## config.mk

```make
export PLATFORM = sky130hd
export DESIGN_NAME = reset_source_control
export DESIGN_NICKNAME = d
export VERILOG_FILES = /design/src/rsc_pkg.sv /design/src/rsc_watchdog.sv /design/src/reset_source_control.sv
export VERILOG_INCLUDE_DIRS = /design/src
export SDC_FILE = /design/constraint.sdc
export NUM_CORES = 1
export LEC_CHECK = 0
export ABC_CLOCK_PERIOD_IN_PS = 3590
export BUFFER_PORTS_ARGS = -buffer_cell sky130_fd_sc_hd__buf_2
export CAP_MARGIN = 20
export CORE_UTILIZATION = 52
export CTS_CLUSTER_DIAMETER = 200
export DETAILED_ROUTE_END_ITERATION = 10
export PLACE_DENSITY_LB_ADDON = 0.08
export SLEW_MARGIN = 30
export SYNTH_ARGS = -nofsm -noshare
export SYNTH_HDL_FRONTEND = slang
export SYNTH_SLANG_ARGS = --single-unit
```

## constraint.sdc

```tcl
create_clock -name mclk -period 3.59 [get_ports mclk]
set_input_delay 0.5385 -clock mclk [delete_from_list [all_inputs] [get_ports mclk]]
set_output_delay 0.5385 -clock mclk [all_outputs]
set_load 0.005 [all_outputs]
```

## src/rsc_defines.svh

```systemverilog
// constants for the reset source control block
`ifndef RSC_DEFINES_SVH
`define RSC_DEFINES_SVH

`define RSC_ADDR_SUPPLY   8'hFF
`define RSC_ADDR_CAUSE    8'hEF

`define RSC_BIT_MON_EN    7
`define RSC_BIT_STATUS    6
`define RSC_BIT_LEVEL     5

`define RSC_BIT_FLASH     6
`define RSC_BIT_COMP      5
`define RSC_BIT_SOFT      4
`define RSC_BIT_WDT       3
`define RSC_BIT_MCD       2
`define RSC_BIT_POR       1
`define RSC_BIT_PIN       0

`define RSC_FLAGS_POR     7'h02
`define RSC_FLASH_RESERVED 16'hF800
`define RSC_WD_DIV_LAST   4'hB
`define RSC_WD_LIMIT      8'hFF

`endif

```

## src/rsc_pkg.sv

```systemverilog
// types shared by the reset source control block
package rsc_pkg;
  typedef enum logic [0:0]
  {
    RSC_RUN  = 1'b0,
    RSC_HOLD = 1'b1
  } rsc_state_t;

  typedef logic [6:0] rsc_cause_t;
endpackage : rsc_pkg

```

## src/rsc_watchdog.sv

```systemverilog
// watchdog counter clocked by system clock divided by twelve
`timescale 1ns/10ps
`default_nettype none
`include "rsc_defines.svh"
module rsc_watchdog
  import rsc_pkg::*;
(
  input  wire logic mclk,      // system clock
  input  wire logic rst,       // any reset, sync high
  input  wire logic kick,      // service pulse
  input  wire logic disable_n, // low disables counting
  output var  logic overflow   // one-cycle timeout pulse
);
  logic [3:0] prescale;
  logic [7:0] count;
  logic       enabled;
  wire        tick = (prescale == `RSC_WD_DIV_LAST);
  wire        atLimit = (count == `RSC_WD_LIMIT);

  // enabled at reset, ticks every twelfth clock
  always_ff @(posedge mclk)
  begin
    if (rst)
    begin
      prescale <= 4'h0;
      count    <= 8'h00;
      enabled  <= 1'b1;
      overflow <= 1'b0;
    end
    else
    begin
      enabled  <= enabled & disable_n;
      prescale <= tick ? 4'h0 : prescale + 4'h1;
      overflow <= enabled & disable_n & tick & atLimit & ~kick;
      if (kick || !enabled)
        count <= 8'h00;
      else if (tick)
        count <= count + 8'h01;
    end
  end
endmodule : rsc_watchdog
`default_nettype wire

```

## src/reset_source_control.sv

```systemverilog
// reset source control: cause register, supply monitor control, reset sequencing
`timescale 1ns/10ps
`default_nettype none
`include "rsc_defines.svh"
module reset_source_control
  import rsc_pkg::*;
(
  input  wire logic        mclk,            // system clock, 125 MHz
  input  wire logic        rst,             // power-on reset, sync high
  input  wire logic [7:0]  sfrAddr,         // register address
  input  wire logic        sfrWe,           // register write strobe
  input  wire logic        sfrRe,           // register read strobe
  input  wire logic [7:0]  sfrWdata,        // write data
  output var  logic [7:0]  sfrRdata,        // read data, one cycle later
  input  wire logic        rstPinIn,        // reset pin level, low resets
  output var  logic        rstPinOut,       // reset pin drive value
  output var  logic        rstPinOeN,       // pin drive enable, low drives
  input  wire logic        supplyAbove,     // monitor output, 1 above threshold
  output var  logic        monitorOn,       // monitor circuit power
  output var  logic        thresholdHigh,   // selected trip level
  input  wire logic        clkStuck,        // clock-loss one-shot expired
  input  wire logic        compAbove,       // comparator out, 1 plus above minus
  input  wire logic        wdKick,          // watchdog service pulse
  input  wire logic        wdRunN,          // low disables watchdog
  input  wire logic        flashWriteErase, // write/erase with store write enabled
  input  wire logic        flashCodeRead,   // code-space data read
  input  wire logic        flashBranch,     // program fetch after branch
  input  wire logic [15:0] flashAddr,       // target flash address
  input  wire logic        flashSecBlocked, // access refused by security
  output var  logic        sysReset         // system reset, high in reset
);
  // ----------------------------------------------------------------
  // state
  // ----------------------------------------------------------------
  rsc_state_t state;
  rsc_cause_t pending;
  rsc_cause_t flags;
  logic       monEnable;
  logic       monSelect;
  logic       level;
  logic       mcdEnable;
  logic       compEnable;
  logic       wdOverflow;

  function automatic logic addrHit(input logic [7:0] a, input logic [7:0] t);
    addrHit = (a == t);
  endfunction : addrHit

  // ----------------------------------------------------------------
  // register decode
  // ----------------------------------------------------------------
  wire running     = (state == RSC_RUN);
  wire supplyWrite = sfrWe & running & addrHit(sfrAddr, `RSC_ADDR_SUPPLY);
  wire causeWrite  = sfrWe & running & addrHit(sfrAddr, `RSC_ADDR_CAUSE);
  wire supplyRead  = sfrRe & addrHit(sfrAddr, `RSC_ADDR_SUPPLY);
  wire causeRead   = sfrRe & addrHit(sfrAddr, `RSC_ADDR_CAUSE);

  wire [7:0] supplyView = {monEnable, supplyAbove, level, 5'h00};
  wire [7:0] causeView  = {1'b0, flags};
  wire [7:0] next_rdata = supplyRead ? supplyView : (causeRead ? causeView : 8'h00);

  // ----------------------------------------------------------------
  // reset sources
  // ----------------------------------------------------------------
  // pin low resets; our own drive of the pin is no request
  wire pinSrc    = ~rstPinIn & rstPinOeN;
  // monitor resets only when enabled and selected
  wire supplySrc = monEnable & monSelect & ~supplyAbove;
  wire mcdSrc    = mcdEnable & clkStuck;
  // comparator reset when plus below minus
  wire compSrc   = compEnable & ~compAbove;
  // soft reset on write of one
  wire softSrc   = causeWrite & sfrWdata[`RSC_BIT_SOFT];

  wire flashAny      = flashWriteErase | flashCodeRead | flashBranch;
  wire flashReserved = (flashAddr >= `RSC_FLASH_RESERVED);
  wire flashIllegal  = flashAny & (flashReserved | flashSecBlocked);
  wire flashGuarded  = level & monEnable & monSelect;
  wire flashSupply   = (flashWriteErase | flashCodeRead) & ~flashGuarded;
  wire flashSrc      = running & (flashIllegal | flashSupply);

  wire [6:0] srcVec = {flashSrc, compSrc, softSrc, wdOverflow, mcdSrc, supplySrc, pinSrc};
  wire       anySrc = |srcVec;

  // ----------------------------------------------------------------
  // sequencing
  // ----------------------------------------------------------------
  // causes accumulate while held
  wire       next_hold    = anySrc | (~running & anySrc);
  wire [6:0] next_pending = running ? srcVec : (pending | srcVec);
  // pin driven only for power/supply resets
  wire       next_pinDrive = next_hold & next_pending[`RSC_BIT_POR];
  wire       next_level    = (running && anySrc) ? 1'b0 :
                             (supplyWrite ? sfrWdata[`RSC_BIT_LEVEL] : level);

  rsc_watchdog u_watchdog
  (
    .mclk      (mclk),
    .rst       (rst | sysReset),
    .kick      (wdKick),
    .disable_n (wdRunN),
    .overflow  (wdOverflow)
  );

  always_ff @(posedge mclk)
  begin
    if (rst)
    begin
      state     <= RSC_HOLD;
      pending   <= `RSC_FLAGS_POR;
      sysReset  <= 1'b1;
      rstPinOeN <= 1'b0;
    end
    else
    begin
      state     <= next_hold ? RSC_HOLD : RSC_RUN;
      pending   <= next_pending;
      sysReset  <= next_hold;
      rstPinOeN <= ~next_pinDrive;
    end
  end

  always_ff @(posedge mclk)
  begin
    if (rst)
      flags <= `RSC_FLAGS_POR;
    else if (!running && !anySrc)
      flags <= pending;
  end

  // monitor enable changed by power-on or software only
  always_ff @(posedge mclk)
  begin
    if (rst)
      monEnable <= 1'b1;
    else if (supplyWrite)
      monEnable <= sfrWdata[`RSC_BIT_MON_EN];
  end

  always_ff @(posedge mclk)
  begin
    if (rst || (running && anySrc))
    begin
      level      <= 1'b0;
      mcdEnable  <= 1'b0;
      compEnable <= 1'b0;
    end
    else if (supplyWrite)
      level <= sfrWdata[`RSC_BIT_LEVEL];
    else if (causeWrite)
    begin
      mcdEnable  <= sfrWdata[`RSC_BIT_MCD];
      compEnable <= sfrWdata[`RSC_BIT_COMP];
    end
  end

  // monitor selection survives non-power resets
  always_ff @(posedge mclk)
  begin
    if (rst)
      monSelect <= 1'b1;
    else if (causeWrite)
      monSelect <= sfrWdata[`RSC_BIT_POR];
  end

  always_ff @(posedge mclk)
  begin
    if (rst)
    begin
      sfrRdata      <= 8'h00;
      rstPinOut     <= 1'b0;
      monitorOn     <= 1'b1;
      thresholdHigh <= 1'b0;
    end
    else
    begin
      sfrRdata      <= next_rdata;
      rstPinOut     <= 1'b0;
      monitorOn     <= supplyWrite ? sfrWdata[`RSC_BIT_MON_EN] : monEnable;
      thresholdHigh <= next_level;
    end
  end

  // ----------------------------------------------------------------
  // checks
  // ----------------------------------------------------------------
  a_reserved_zero: assert property (@(posedge mclk) disable iff (rst)
    supplyRead |=> sfrRdata[4:0] == 5'h00)
    else $error("supply control low bits not zero");

  a_status_live: assert property (@(posedge mclk) disable iff (rst)
    supplyRead |=> sfrRdata[`RSC_BIT_STATUS] == $past(supplyAbove))
    else $error("status bit not live monitor output");

  a_pin_flag_set: assert property (@(posedge mclk) disable iff (rst)
    (!running && !anySrc && pending[`RSC_BIT_PIN]) |=> flags[`RSC_BIT_PIN] && !sysReset)
    else $error("pin flag missing after pin reset");

  a_pin_not_driven: assert property (@(posedge mclk) disable iff (rst)
    (sysReset && !pending[`RSC_BIT_POR]) |-> rstPinOeN)
    else $error("reset pin driven by internal reset");

  a_comp_resets: assert property (@(posedge mclk) disable iff (rst)
    (running && compEnable && !compAbove) |=> sysReset)
    else $error("comparator reset not taken");

  a_soft_forces: assert property (@(posedge mclk) disable iff (rst)
    softSrc |=> sysReset ##0 pending[`RSC_BIT_SOFT])
    else $error("soft reset not forced");

  a_flash_guard: assert property (@(posedge mclk) disable iff (rst)
    (running && flashWriteErase && !flashGuarded) |=> sysReset && pending[`RSC_BIT_FLASH])
    else $error("unguarded flash write not faulted");

  a_level_cleared: assert property (@(posedge mclk) disable iff (rst)
    $rose(sysReset) |-> !level && !thresholdHigh)
    else $error("threshold select not cleared by reset");

  a_release_sync: assert property (@(posedge mclk) disable iff (rst)
    (!running && !anySrc) |=> !sysReset ##1 !sysReset || $past(anySrc))
    else $error("reset not released when sources idle");

  a_wdt_flag: assert property (@(posedge mclk) disable iff (rst)
    $fell(sysReset) |-> flags[`RSC_BIT_WDT] == $past(pending[`RSC_BIT_WDT]))
    else $error("watchdog flag does not match cause");

  a_monen_kept: assert property (@(posedge mclk) disable iff (rst)
    !supplyWrite |=> $stable(monEnable))
    else $error("monitor enable changed without write");
endmodule : reset_source_control
`default_nettype wire

```

==> results.json <==
{
  "antenna_found_initial": 0,
  "fill_cells": 277,
  "gr-total-overflow": 0,
  "wl_per_cell_um": 11.8,
  "relSlewSlack_pct": 47.4,
  "cts_sinks": 43,
  "start_util_pct": 54.8,
  "cp_max_fo": 8,
  "vias": 1299,
  "required_ns": 3.83,
  "p_per_area_nw_per_um2": 425,
  "status": "finished clean",
  "cts_setup_buffers": 0,
  "yosysMostFrequentCell": "dfxtp_1",
  "firstDrtPassIters": 4,
  "hold_viol_final": 0,
  "crit_type": "reg -> reg",
  "dp_hpwl_um": 2340,
  "min_path_type": "in -> reg",
  "fp.dieH_um": 58.5,
  "cts_hold_buf": 0,
  "dieArea_um2": 3420,
  "synth_compound_area_share_pct": 7.32,
  "synth_top_area_share_pct": 51.9,
  "timing.hold.ws_ns": 0.398,
  "synthCells": 172,
  "finClkSkew_ns": 0.00765,
  "syn_nets": 220,
  "synth_top_cells_by_area": "dfxtp_1 (52%), nor2_1 (7.5%), mux2i_1 (7.2%)",
  "yosys-top-cells-count": "dfxtp_1 (43), nor2_1 (33), mux2i_1 (12), nand2_1 (12), a21oi_1 (8)",
  "slew_violations": 0,
  "port_buffers": 43,
  "p_leak_nw": 0.829,
  "synth-main-ff-cell": "dfxtp_1",
  "cts_resized": 0,
  "synthSimpleGateAreaFrac_pct": 25.3,
  "clkTransAtPathRegs_ns": 0.12,
  "synth-xor-area-share_pct": 3.70,
  "cts_root_buf": "clkbuf_4",
  "drc": 0,
  "grt_start_max_net_pins": 22,
  "rsz0062_at_grt": "false",
  "io_pins": 59,
  "viasPerCell": 5.00,
  "yosys_register_bits": 43,
  "tns_ns": 0,
  "syn_avg_cell_area_um2": 9.65,
  "worstSkewPairLatency_ns": 0.34,
  "antenna_cells": 0,
  "fin_nets": 263,
  "period_needed_ns": 2.16,
  "yosysWarningCount": 0,
  "tritoncts": "done",
  "synth_top_family_by_area": "simple AND/OR/NAND/NOR gates",
  "grt_pass1_vias": 1255,
  "max_slew.worst_pin.slew_ns": 0.785,
  "synth-async-reset-ratio_pct": 0,
  "die_w_um": 58.5,
  "place.gp.congestion": 0.701,
  "grt_usage_pct": 20.3,
  "synth_edf_count": 0,
  "synthDistinctLibCells": 38,
  "peakVddDrop_mv": 0.285,
  "synthAdderAreaFrac_pct": 1.51,
  "cts_max_level": 2,
  "initialDrtViolationCount": 36,
  "yosysSeqAreaShare_pct": 51.9,
  "drt_wl_total_um": 3070,
  "drive_gt1_share_pct": 25.9,
  "clk_path_buf_depth": 2,
  "min_period_over_period_pct": 60.2,
  "grt_pass1_wl_um": 5170,
  "setup_violations": 0,
  "coreArea_um2": 3030,
  "syn_to_final_growth_pct": 18.8,
  "antenna_left": 0,
  "cp-end-kind": "register",
  "netlist.top_cell.by_area": "dfxtp_1",
  "worstSetupStartpointType": "register",
  "maxCapViolations": 0,
  "fmax_mhz": 463,
  "synth_mux_area_share_pct": 7.24,
  "syn_area_um2": 1660,
  "num_rows": 20,
  "numCtsBuffers": 5,
  "arrival_ns": 2.40
}
## layout make-up
class	count	area [um^2]	share of cell area (%)
sequential	43	861	43.7
multi-input combinational	120	751	38.1
timing repair buffer	43	215	10.9
tap	44	55.1	2.79
clock inverter	3	43.8	2.22
clock buffer	5	37.5	1.90
inverter	2	7.51	0.381
## registers in the layout, summed over array words and instances (netlist names), 4 cells and up, named ones only
register,flops
pending,6
u_watchdog.count,8
flags,7
sfrRdata,8
u_watchdog.prescale,4
## placed cells by master (no fill, tap or decap), types with 2 or more instances in the layout
cell type	instances
xor2_1	5
nand2b_1	2
buf_2	43
mux2i_1	12
nand4_1	4
nor2_1	33
inv_1	2
a21oi_1	8
nand3b_1	2
nor2b_1	6
nor4_1	2
o21ai_0	2
or3_1	2
a211o_1	4
nand2_1	12
xnor2_1	2
and2_1	5
clkbuf_4	5
dfxtp_1	43
ha_1	2
nand3_1	4
## kinds of logic after synthesis
logic type	count (synthesis)
flip-flops	43
XOR/XNOR	7
multiplexers	12
AND/OR/NAND/NOR	80
adder cells (fa/ha/maj)	2
AO/OA/AOI/OAI	18
other	1
buffers and inverters	9
## path summary, 6_finish.rpt
check,startpoint,to,slack (ns),cells after the start
setup / recovery,mcdEnable,flags[1],1.43,5
hold / removal,sfrWdata[1],monSelect,0.40,2
setup reg to reg,mcdEnable,flags[1],1.43,5
hold reg to reg,u_watchdog.prescale[0],u_watchdog.prescale[0],0.46,1
## metal layers
| layer | up-vias | global-route usage (%) | routed length (um) |
|---|---|---|---|
| met3 | 2 | 5.71 | 118 |
| li1 | 671 | - | - |
| met2 | 26 | 36.5 | 1640 |
| met1 | 600 | 22.2 | 1290 |
| met4 | 0 | 8.84 | 21 |
| met5 | - | 0 | 0 |
## worst max-delay path: stages, from the launching register on
cell,delay (ns)
dfxtp_1,0.33
and2_4,0.13
or4_4,0.52
nor3b_2,0.66
nor2b_1,0.13
a211o_1,0.30
## metrics by stage
stage               instance area (um^2)  std cells  utilization, %  setup slack, ns  total power [W]
floorplan                           1660        172               -             1.65         0.000531
global placement                    1890        252            62.4             1.14         0.000552
detailed placement                  1890        252            62.4             1.06         0.000555
CTS                                 1970        260            65.1             1.40         0.000851
global route                        1970        260            65.1             1.37         0.000875
finish                              1970        260            65.1             1.43         0.000837
## where the power goes
part	switching [W]	total [W]	internal [W]
combinational	0.0000278	0.0000543	0.0000265
clock	0.000147	0.000294	0.000147
sequential	0.00000555	0.000489	0.000483
total	0.000181	0.000837	0.000656
Power figures use the tool's default switching activity.
